==> src/hw/smsp_pkg.sv <==
// Shared constants and types of the supply monitor status block.
package smsp_pkg;

	// ==========================================================
	// Register map
	// The control/status register sits at the first word.
	localparam logic [31:0] CSR_ADDR  = 32'h0000_0000;
	localparam logic [7:0]  CSR_RESET = 8'h00;

	// ==========================================================
	// Field positions of the control/status register
	localparam int SEL_POS  = 7;
	localparam int IE_POS   = 6;
	localparam int FLAG_POS = 5;
	localparam int UV_POS   = 4;
	localparam int WD_POS   = 0;

	// ==========================================================
	// Reset delay, in CPU cycles, chosen by the option strap
	localparam int DLY_SHORT_CYC = 256;
	localparam int DLY_LONG_CYC  = 4096;
	localparam int CNT_W         = 12;

	// ==========================================================
	// Bus encodings
	localparam logic [1:0] HTRANS_NONSEQ = 2'h2;

	// ==========================================================
	// Start-up sequence states, Gray coded
	typedef enum logic [1:0] {
		SMSP_DELAY = 2'h0,
		SMSP_RUN   = 2'h1
	} smsp_start_t;

endpackage : smsp_pkg

==> src/hw/smsp_sync.sv <==
// Two-flop synchroniser for asynchronous level inputs.
`timescale 1ns/1ps
`default_nettype none
module smsp_sync #(
	parameter int W = 1
) (
	input  wire logic         clk,
	input  wire logic         rst_n,
	input  wire logic [W-1:0] d_async,
	output logic      [W-1:0] q
);

	// ==========================================================
	// Metastability guard
	logic [W-1:0] meta_ff;
	logic [W-1:0] sync_ff;

	// The first stage feeds the second stage and nothing else.
	always_ff @(posedge clk or negedge rst_n) begin
		if (!rst_n) begin
			meta_ff <= '0;
			sync_ff <= '0;
		end else begin
			meta_ff <= d_async;
			sync_ff <= meta_ff;
		end
	end

	assign q = sync_ff;

endmodule : smsp_sync
`default_nettype wire

==> src/hw/smsp_cause.sv <==
// Reset-cause flags kept across bus resets; power-on clears both, an undervolt reset clears the watchdog flag.
`timescale 1ns/1ps
`default_nettype none
module smsp_cause (
	input  wire logic hclk,
	input  wire logic por_n,
	input  wire logic uv_rst_async,
	input  wire logic wd_rst_async,
	input  wire logic clr_uv,
	input  wire logic clr_wd,
	output logic      uv_flag,
	output logic      wd_flag
);

	// ==========================================================
	// Reset source levels
	logic [1:0] src_s;
	logic       uv_ff;
	logic       wd_ff;

	// The reset sources come from the reset manager, not this clock.
	smsp_sync #(
		.W(2)
	) u_src_sync (
		.clk    (hclk),
		.rst_n  (por_n),
		.d_async({wd_rst_async, uv_rst_async}),
		.q      (src_s)
	);

	// ==========================================================
	// Flags
	// Of the resets only power-on clears the undervolt flag, so the original cause survives.
	// RULE13 RULE14 undervolt flag
	always_ff @(posedge hclk or negedge por_n) begin
		if (!por_n) begin
			uv_ff <= 1'b0;
		end else if (src_s[0]) begin
			uv_ff <= 1'b1;
		end else if (clr_uv) begin
			uv_ff <= 1'b0;
		end
	end

	// An undervolt reset wipes the watchdog cause, so it always wins.
	// RULE15 RULE16 watchdog flag
	always_ff @(posedge hclk or negedge por_n) begin
		if (!por_n) begin
			wd_ff <= 1'b0;
		end else if (src_s[0]) begin
			wd_ff <= 1'b0;
		end else if (src_s[1]) begin
			wd_ff <= 1'b1;
		end else if (clr_wd) begin
			wd_ff <= 1'b0;
		end
	end

	assign uv_flag = uv_ff;
	assign wd_flag = wd_ff;

	// ==========================================================
	// Checks
	a_uv_sets_flag: // RULE13
	assert property (@(posedge hclk) disable iff (!por_n)
		src_s[0] |=> uv_ff && !wd_ff)
		else $error("undervolt reset did not set its flag");

	a_wd_keeps_uv: // RULE14
	assert property (@(posedge hclk) disable iff (!por_n)
		uv_ff && !clr_uv |=> uv_ff)
		else $error("undervolt flag lost without a clear");

endmodule : smsp_cause
`default_nettype wire

==> src/hw/smsp_top.sv <==
// Supply monitor status block: warning detector and reset causes.
// Notes on behaviour
// RULE1 - Select bit clear: the detector watches the main supply.
// RULE2 - Select bit set: watch the sense pin, events on both edges.
// RULE3 - With enable set, every flag change raises an interrupt request.
// RULE4 - Warning flag is read-only; 0 above upper, 1 below lower threshold.
// RULE5 - Pending request clears when the CPU enters the service routine.
// RULE6 - No interrupt for a rise completed inside the reset delay.
// RULE7 - Slow rise, enabled early: interrupt on enable and on crossing.
// RULE8 - Slow rise, enabled after crossing: exactly one interrupt.
// RULE9 - Wait mode changes nothing; an enabled warning wakes the CPU.
// RULE10 - Halt freezes the register; warnings never wake from halt.
// RULE11 - Register resets to zero except the two reset-cause flags.
// RULE12 - Detector works only when the undervoltage detector is enabled.
// RULE13 - Undervolt flag set by undervolt reset, cleared by writing zero.
// RULE14 - Undervolt flag survives external and watchdog resets.
// RULE15 - Watchdog flag set by watchdog reset; cleared by zero or undervolt.
// RULE16 - Flag pair encodes cause: pin, watchdog, or undervolt.
// RULE17 - Software ignores undervolt flag when the detector is disabled.
// RULE18 - Software writes the reserved bits as zero.
// RULE19 - Warning flag follows the comparator output in real time.
// RULE20 - Comparator outputs are synchronised before any use.
`timescale 1ns/1ps
`default_nettype none
module smsp_top (
	input  wire logic        hclk,
	input  wire logic        hresetn,
	input  wire logic        por_n,
	input  wire logic        hsel,
	input  wire logic [31:0] haddr,
	input  wire logic [1:0]  htrans,
	input  wire logic        hwrite,
	input  wire logic [2:0]  hsize,
	input  wire logic [31:0] hwdata,
	input  wire logic        hready,
	output logic             hreadyout,
	output logic      [31:0] hrdata,
	output logic             hresp,
	input  wire logic        supply_cmp_async,
	input  wire logic        sense_cmp_async,
	input  wire logic        detector_en_async,
	input  wire logic        long_delay_async,
	input  wire logic        undervolt_rst_async,
	input  wire logic        watchdog_rst_async,
	input  wire logic        cpu_wait,
	input  wire logic        cpu_halt,
	input  wire logic        irq_ack,
	output logic             warn_irq,
	output logic             wake_req
);

	// ==========================================================
	// Declarations
	logic [3:0]               pins_s;
	logic                     supply_s;
	logic                     sense_s;
	logic                     det_en_s;
	logic                     long_s;
	logic                     mon_sel;
	logic                     nxt_flag;
	logic                     toggle;
	logic                     ie_rise;
	logic                     pend_set;
	logic [7:0]               csr_val;
	logic                     uv_flag;
	logic                     wd_flag;
	logic                     clr_uv;
	logic                     clr_wd;
	logic                     addr_ok;
	logic                     addr_hit;
	logic [smsp_pkg::CNT_W-1:0] dly_lim;
	smsp_pkg::smsp_start_t    st_ff;
	smsp_pkg::smsp_start_t    nxt_st;
	logic [smsp_pkg::CNT_W-1:0] cnt_ff;
	logic                     sel_ff;
	logic                     ie_ff;
	logic                     flag_ff;
	logic                     pend_ff;
	logic                     wr_ff;
	logic                     hit_ff;
	logic [31:0]              hrdata_ff;
	logic                     hready_ff;
	logic                     hresp_ff;
	logic                     irq_ff;
	logic                     wake_ff;

	// ==========================================================
	// Input synchronisation
	// Comparators and straps are analog or strap levels from outside.
	// RULE20 sync comparator levels
	smsp_sync #(
		.W(4)
	) u_pin_sync (
		.clk    (hclk),
		.rst_n  (hresetn),
		.d_async({long_delay_async, detector_en_async,
			sense_cmp_async, supply_cmp_async}),
		.q      (pins_s)
	);

	assign supply_s = pins_s[0];
	assign sense_s  = pins_s[1];
	assign det_en_s = pins_s[2];
	assign long_s   = pins_s[3];

	// ==========================================================
	// Reset-cause flags
	// These live in the power-on domain and outlast bus resets.
	smsp_cause u_cause (
		.hclk        (hclk),
		.por_n       (por_n),
		.uv_rst_async(undervolt_rst_async),
		.wd_rst_async(watchdog_rst_async),
		.clr_uv      (clr_uv),
		.clr_wd      (clr_wd),
		.uv_flag     (uv_flag),
		.wd_flag     (wd_flag)
	);

	// ==========================================================
	// Bus slave
	// A NONSEQ transfer is taken when this slave is selected and the bus ready.
	assign addr_ok  = hsel && hready && (htrans == smsp_pkg::HTRANS_NONSEQ);
	assign addr_hit = (haddr == smsp_pkg::CSR_ADDR);

	// Writes land in the data phase, which is when hwdata stands.
	always_ff @(posedge hclk or negedge hresetn) begin
		if (!hresetn) begin
			wr_ff  <= 1'b0;
			hit_ff <= 1'b0;
		end else begin
			wr_ff  <= addr_ok && hwrite;
			hit_ff <= addr_hit;
		end
	end

	// Reads answer with zero wait states; unmapped words read zero.
	always_ff @(posedge hclk or negedge hresetn) begin
		if (!hresetn) begin
			hrdata_ff <= 32'h0000_0000;
		end else if (addr_ok && !hwrite) begin
			hrdata_ff <= addr_hit ? {24'h00_0000, csr_val} : 32'h0000_0000;
		end
	end

	// The slave never stretches a transfer and always answers OKAY.
	always_ff @(posedge hclk or negedge hresetn) begin
		if (!hresetn) begin
			hready_ff <= 1'b1;
			hresp_ff  <= 1'b0;
		end else begin
			hready_ff <= 1'b1;
			hresp_ff  <= 1'b0;
		end
	end

	// Reserved bits always read as zero.
	// RULE4 RULE16 read layout
	always_comb begin
		csr_val                     = smsp_pkg::CSR_RESET;
		csr_val[smsp_pkg::SEL_POS]  = sel_ff;
		csr_val[smsp_pkg::IE_POS]   = ie_ff;
		csr_val[smsp_pkg::FLAG_POS] = flag_ff;
		csr_val[smsp_pkg::UV_POS]   = uv_flag;
		csr_val[smsp_pkg::WD_POS]   = wd_flag;
	end

	// A zero written to a cause flag clears it; halt blocks writes.
	// RULE13 RULE15 write zero
	assign clr_uv = wr_ff && hit_ff && !cpu_halt && !hwdata[smsp_pkg::UV_POS];
	assign clr_wd = wr_ff && hit_ff && !cpu_halt && !hwdata[smsp_pkg::WD_POS];

	// ==========================================================
	// Control bits
	// Halt freezes the register, so writes are dropped meanwhile.
	// RULE1 RULE10 RULE11 control write
	always_ff @(posedge hclk or negedge hresetn) begin
		if (!hresetn) begin
			sel_ff <= 1'b0;
			ie_ff  <= 1'b0;
		end else if (wr_ff && hit_ff && !cpu_halt) begin
			sel_ff <= hwdata[smsp_pkg::SEL_POS];
			ie_ff  <= hwdata[smsp_pkg::IE_POS];
		end
	end

	// ==========================================================
	// Start-up delay
	// While the reset delay runs, crossings are tracked but not
	// reported; a fast supply rise thus raises no warning.
	assign dly_lim = long_s ? smsp_pkg::CNT_W'(smsp_pkg::DLY_LONG_CYC - 1)
		: smsp_pkg::CNT_W'(smsp_pkg::DLY_SHORT_CYC - 1);

	always_comb begin
		case (st_ff)
			smsp_pkg::SMSP_DELAY: begin
				nxt_st = (cnt_ff == dly_lim) ? smsp_pkg::SMSP_RUN
					: smsp_pkg::SMSP_DELAY;
			end
			smsp_pkg::SMSP_RUN: begin
				nxt_st = smsp_pkg::SMSP_RUN;
			end
			default: begin
				nxt_st = smsp_pkg::SMSP_DELAY;
			end
		endcase
	end

	// RULE6 delay counter
	always_ff @(posedge hclk or negedge hresetn) begin
		if (!hresetn) begin
			st_ff  <= smsp_pkg::SMSP_DELAY;
			cnt_ff <= '0;
		end else begin
			st_ff <= nxt_st;
			if (st_ff == smsp_pkg::SMSP_DELAY) begin
				cnt_ff <= cnt_ff + 1'b1;
			end
		end
	end

	// ==========================================================
	// Warning flag
	// The detector is dead without the undervoltage detector, so the
	// flag then rests at zero.
	// RULE1 RULE2 RULE12 source select
	assign mon_sel  = sel_ff ? sense_s : supply_s;
	assign nxt_flag = det_en_s && mon_sel;

	// RULE4 RULE19 live flag
	always_ff @(posedge hclk or negedge hresetn) begin
		if (!hresetn) begin
			flag_ff <= 1'b0;
		end else if (!cpu_halt) begin
			flag_ff <= nxt_flag;
		end
	end

	// ==========================================================
	// Interrupt request
	// Both directions count, and only once the delay is over.
	// RULE2 RULE3 RULE6 edge events
	assign toggle = (nxt_flag != flag_ff) && !cpu_halt
		&& (st_ff == smsp_pkg::SMSP_RUN);

	// Enabling while below the threshold reports the present state.
	// RULE7 RULE8 enable event
	assign ie_rise = wr_ff && hit_ff && !cpu_halt && !ie_ff
		&& hwdata[smsp_pkg::IE_POS] && flag_ff;

	// Changes latch even while disabled, so enabling after a slow
	// crossing still delivers that one late request.
	// RULE3 RULE8 latch every change
	assign pend_set = toggle || ie_rise;

	// A new event in the acknowledge cycle is kept, not lost.
	// RULE5 auto clear
	always_ff @(posedge hclk or negedge hresetn) begin
		if (!hresetn) begin
			pend_ff <= 1'b0;
		end else if (pend_set) begin
			pend_ff <= 1'b1;
		end else if (irq_ack) begin
			pend_ff <= 1'b0;
		end
	end

	// Halt never hears a warning; wait does.
	// RULE9 RULE10 wake logic
	always_ff @(posedge hclk or negedge hresetn) begin
		if (!hresetn) begin
			irq_ff  <= 1'b0;
			wake_ff <= 1'b0;
		end else begin
			irq_ff  <= pend_ff && ie_ff;
			wake_ff <= pend_ff && ie_ff && cpu_wait && !cpu_halt;
		end
	end

	// ==========================================================
	// Outputs
	assign hreadyout = hready_ff;
	assign hresp     = hresp_ff;
	assign hrdata    = hrdata_ff;
	assign warn_irq  = irq_ff;
	assign wake_req  = wake_ff;

	// ==========================================================
	// Checks
	a_flag_follows: // RULE19
	assert property (@(posedge hclk) disable iff (!hresetn)
		!cpu_halt && det_en_s |=> flag_ff == $past(mon_sel))
		else $error("warning flag does not follow comparator");

	a_detector_off: // RULE12
	assert property (@(posedge hclk) disable iff (!hresetn)
		!cpu_halt && !det_en_s |=> !flag_ff)
		else $error("flag set while detector disabled");

	a_halt_frozen: // RULE10
	assert property (@(posedge hclk) disable iff (!hresetn)
		cpu_halt |=> $stable(flag_ff) && $stable(sel_ff) && $stable(ie_ff))
		else $error("register changed during halt");

	a_toggle_irq: // RULE3
	assert property (@(posedge hclk) disable iff (!hresetn)
		toggle && ie_ff |=> pend_ff ##1 irq_ff)
		else $error("flag change raised no request");

	a_ack_clears: // RULE5
	assert property (@(posedge hclk) disable iff (!hresetn)
		irq_ack && !pend_set |=> !pend_ff ##1 !irq_ff)
		else $error("acknowledge left request pending");

	a_delay_quiet: // RULE6
	assert property (@(posedge hclk) disable iff (!hresetn)
		st_ff == smsp_pkg::SMSP_DELAY && !ie_rise && !pend_ff |=> !pend_ff)
		else $error("request raised inside reset delay");

	a_enable_event: // RULE7
	assert property (@(posedge hclk) disable iff (!hresetn)
		ie_rise |=> pend_ff && ie_ff ##1 irq_ff)
		else $error("enable while below raised no request");

	a_halt_no_wake: // RULE10
	assert property (@(posedge hclk) disable iff (!hresetn)
		cpu_halt |=> !wake_ff)
		else $error("warning woke the device from halt");

	a_wait_wakes: // RULE9
	assert property (@(posedge hclk) disable iff (!hresetn)
		pend_ff && ie_ff && cpu_wait && !cpu_halt |=> wake_ff && irq_ff)
		else $error("enabled warning did not wake from wait");

	a_delay_ends: // RULE6
	assert property (@(posedge hclk) disable iff (!hresetn)
		st_ff == smsp_pkg::SMSP_DELAY && cnt_ff == dly_lim
		|=> st_ff == smsp_pkg::SMSP_RUN)
		else $error("reset delay did not end on count");

endmodule : smsp_top
`default_nettype wire

==> config.mk <==
export PLATFORM = sky130hd
export DESIGN_NAME = smsp_top
export DESIGN_NICKNAME = d
export VERILOG_FILES = /design/src/hw/smsp_pkg.sv /design/src/hw/smsp_sync.sv /design/src/hw/smsp_cause.sv /design/src/hw/smsp_top.sv
export SDC_FILE = /design/constraint.sdc
export NUM_CORES = 1
export LEC_CHECK = 0
export ABC_AREA = 1
export BUFFER_PORTS_ARGS = -buffer_cell sky130_fd_sc_hd__buf_2
export CAP_MARGIN = 10
export CORE_MARGIN = 10
export CORE_UTILIZATION = 39
export DETAILED_ROUTE_END_ITERATION = 10
export PLACE_DENSITY = 0.77
export REMOVE_ABC_BUFFERS = 1
export SYNTH_ARGS = -nofsm -noshare
export SYNTH_HDL_FRONTEND = slang
export SYNTH_SLANG_ARGS = --single-unit
==> constraint.sdc <==
create_clock -name hclk -period 1.14 [get_ports hclk]
set_input_delay 0.228 -clock hclk [delete_from_list [all_inputs] [get_ports hclk]]
set_output_delay 0.228 -clock hclk [all_outputs]
set_load 0.02 [all_outputs]
==> summary.md <==
Counting the fill cells in the layout gives 429. The tools report the number of placement rows as 25. Average cell area after synthesis: 8.59 sq um. The clock tree root buffer cell is clkbuf_8. For this design, the slowest cell found on the critical path is dfrtp_1. The clock drives 40 sinks.

Across the run, the number of max-cap violations was 0. The first TritonRoute pass finished after 4 iterations. In this run the remaining antenna-violating nets after routing total 0.

For the number of slew-limit violations in the final report, the log shows 0. The run finished, with violations left. The kind of capture point of the worst setup path was a register. In the post-synthesis netlist, the cell with the most instances is nand2_1. After synthesis, flip-flops and latches occupy 51.3% of the total area.

The slack of the critical path came out at -0.0997 ns. Largest area contributor in the synthesized netlist: dfrtp_1. The cell count after synthesis was 227.

Hold is met by 0.0373 ns. The clock input transition at the sequential cells of the worst setup and hold paths is 0.07 ns. At the end of routability-driven placement, the weighted congestion stood at 0.751. The critical path goes through ha_4 -> nand3_4 -> nor3_4 -> nand2_1 -> xor2_1. The longest clock path from root to sink contains 2 buffers. The share of the synthesized area in the top cell type was 51.3%. Setup repair after global routing could not meet its margin everywhere. The run gives 0.790 mV as the maximum resistive drop on vdd. Worst-case hold path end point: u_cause.u_src_sync.meta_ff[0]. For the via count of the first global-routing pass, the log shows 1607.

On the worst path, the slowest cell contributes a delay of 0.44 ns. The tools report the number of antenna violations at the first check in global routing as 0. TritonCTS built the clock tree.

120 I/O pins were placed. The worst hold path belongs to the class in -> reg. In the synthesized netlist, the cells that appear most often are nand2_1, dfrtp_1, nor2_1. After layout, the worst path uses 109% of the clock period. The largest driver fanout on the critical path works out to 4. Timing would allow up to 807 MHz. The routed wirelength normalized by instance count came out at 11.4 microns.

Overall power consumption after layout is estimated at 2.83 mW. The critical path starts at cnt_ff[1]. Depth of the worst hold-timing path: 1. The power density relative to cell area was 1130 nW/um^2; the area overhead of the layout relative to synthesis was 28.9%.

The setup TNS is -0.631 ns. Counting flops with a built-in enable in the synthesized netlist gives 0. Once detailed placement completed, the half-perimeter wirelength came to 3.42 mm. The share of async-settable or async-resettable flops after synthesis was 100%; the data required time at the worst endpoint was 1.32 ns. In this run, CTS created clock tree buffers numbering 5. Startpoint of the most critical register-to-register path: cnt_ff[1]. STA puts the critical path data arrival time at 1.42 ns.

Final hold violation count: 0. The first global-routing pass estimated 6.96 mm of wire. Buffers placed on the I/O ports in this run total 59. The final setup violation count came out at 9. The tools report the leakage power total as 1.40 nW. The synthesis-stage register bit count is 40. From bottom edge to top edge, the die measures 90.7 microns.

The critical hold path startpoint was undervolt_rst_async. 0 antenna diodes ended up in the layout. For the final database, setup skew stands at 0.00322 ns.

Counting both buffers and inverters, the worst setup path holds a total of 0. For the post-route non-filler standard cell count, the log shows 377. The worst register-to-register path has a setup slack of -0.1 ns.

The width of the chip is 90.7 microns, and the final wirelength is 4.31 mm. For this run, the leading register cell type out of synthesis is dfrtp_1. The final critical-path required period is 1.24 ns, and the overall fraction of global-route tracks in use is 10.1%. For this configuration, the core starts out at a cell density of 40.8%. The worst register-to-register path ends at cnt_ff[8]. In the final design database the tool counted 394 nets.

The number of vias per cell is 4.12, and the count of yosys warnings during synthesis is 0. The H-tree was split into 2 levels. The logs give 4790 sq um for the core footprint and 8230 sq um for the die outline area.

The largest net degree at the start of global routing is 35, and the number of DRC violations after detailed-routing iteration 0 is 87. The logs give 1554 for the number of vias after detailed routing and 0.29 ns for the clock latency reported for the late side of the worst-skew pair. Counting distinct cell types in the post-synthesis netlist gives 23. After detailed routing, the number of remaining DRC violations is 0. STA classifies the critical path startpoint as a register. Measured in cells, the most critical reg-to-reg path has a length of 5. The final reports fail on negative setup slack. The logs give 0 for the total congestion overflow and 363 for the number of placed instances with taps included. The post-route netlist has 30.6% of its cells at a drive strength greater than 1.

In the post-synthesis netlist, the biggest area contributors are dfrtp_1, buf_4, nand2_1. The synthesized netlist occupies a cell area of 1950 sq um. The critical path class is reg -> reg. The cell family contributing the most delay on the critical path is flip-flops.
cell families after synthesis:
kind of cell	Yosys count	share of synthesized area, %
fa+ha+maj	1	0.641
other cells	2	0.385
compound gates	8	2.31
flops	40	51.3
buf+inv	55	16.2
xor+xnor	8	3.59
simple gates	113	25.6
worst register-to-register path: cells and delay by family (launching register included):
kind / cells / cell delay, ns
flip-flops: 1 / 0.44
AND/OR/NAND/NOR: 3 / 0.36
XOR/XNOR: 1 / 0.15
adder cells (fa/ha/maj): 1 / 0.19
repair_timing:
| item | in CTS | in global routing |
|---|---|---|
| hold buffers | 2 | 0 |
| resized for setup | 3 | 6 |
| setup buffers | 1 | 5 |
| hold endpoints to repair | 40 | 0 |
| setup endpoints to repair | 7 | 10 |
| pin swaps | 1 | 6 |
state kept, by name, indices dropped and copies added, names as in the netlist, 2 cells and up:
signal                      flops
cnt_ff                         12
hrdata                          5
u_cause.u_src_sync.meta_ff      2
u_cause.u_src_sync.q            2
u_pin_sync.meta_ff              4
u_pin_sync.q                    4
routing by layer:
metal | vias to the layer above | global-route usage [%] | wire length (microns)
met1 | 702 | 10.3 | 1690
li1 | 795 | - | -
met5 | - | 0 | 0
met3 | 4 | 4.07 | 319
met2 | 53 | 18.0 | 2240
met4 | 0 | 3.98 | 57
layout by cell type, fill, tap and decap left out:
master         Yosys  final
o21bai_1           1      1
buf_2              0     59
inv_1             25     25
nand2_1           56     54
dfrtp_1           40     39
buf_6              0      1
clkbuf_1           0      1
nand2_4            1      1
o31ai_1            1      1
inv_2              1      1
nand4_1            3      3
nor2_4             1      2
a21oi_1            2      2
nand3_4            0      1
nand3_2            1      1
nand3_1           11     10
xor2_1             6      6
conb_1             2     29
nor2_1            34     34
clkbuf_8           0      5
ha_4               0      1
nor3_1             2      2
clkinv_2           0      1
dlygate4sd3_1      0      2
nand2_2            1      3
dfrtp_2            0      1
nor3_4             2      2
bufinv_16          0      1
o21ai_0            4      4
buf_4             29     14
buf_12             0      1
xnor2_1            2      2
per-stage QoR:
step	setup WS, ns	util, %	area, sq um
finish	-0.0997	52.5	2510
global route	-0.206	52.5	2510
CTS	-0.103	51.5	2460
detailed placement	-0.0903	48.4	2320
global placement	-0.0649	48.4	2320
floorplan	-0.0342	-	1830
cell type report:
| type | instances | area, sq um | share of cell area, % |
|---|---|---|---|
| inverter | 26 | 97.6 | 3.88 |
| sequential | 40 | 1000 | 39.9 |
| timing repair buffer | 77 | 452 | 18.0 |
| tap | 67 | 83.8 | 3.33 |
| clock buffer | 6 | 72.6 | 2.89 |
| multi-input combinational | 159 | 771 | 30.7 |
| clock inverter | 2 | 35.0 | 1.39 |
report_power, final:
group / switching (mW) / total (mW) / internal, mW
sequential: 0.00867 / 1.45 / 1.45
combinational: 0.167 / 0.260 / 0.0931
clock: 0.470 / 1.12 / 0.649
total: 0.646 / 2.83 / 2.19
worst max path at each step:
stage	endpoint	slack, ns	cells past startpoint
after floorplan	cnt_ff[8]	-0.03	5
after global placement	cnt_ff[8]	-0.06	5
after CTS	cnt_ff[8]	-0.10	5
after global routing	cnt_ff[9]	-0.21	6
after detailed placement	cnt_ff[8]	-0.09	5
final	cnt_ff[8]	-0.1	5
Power figures use the tool's default switching activity.
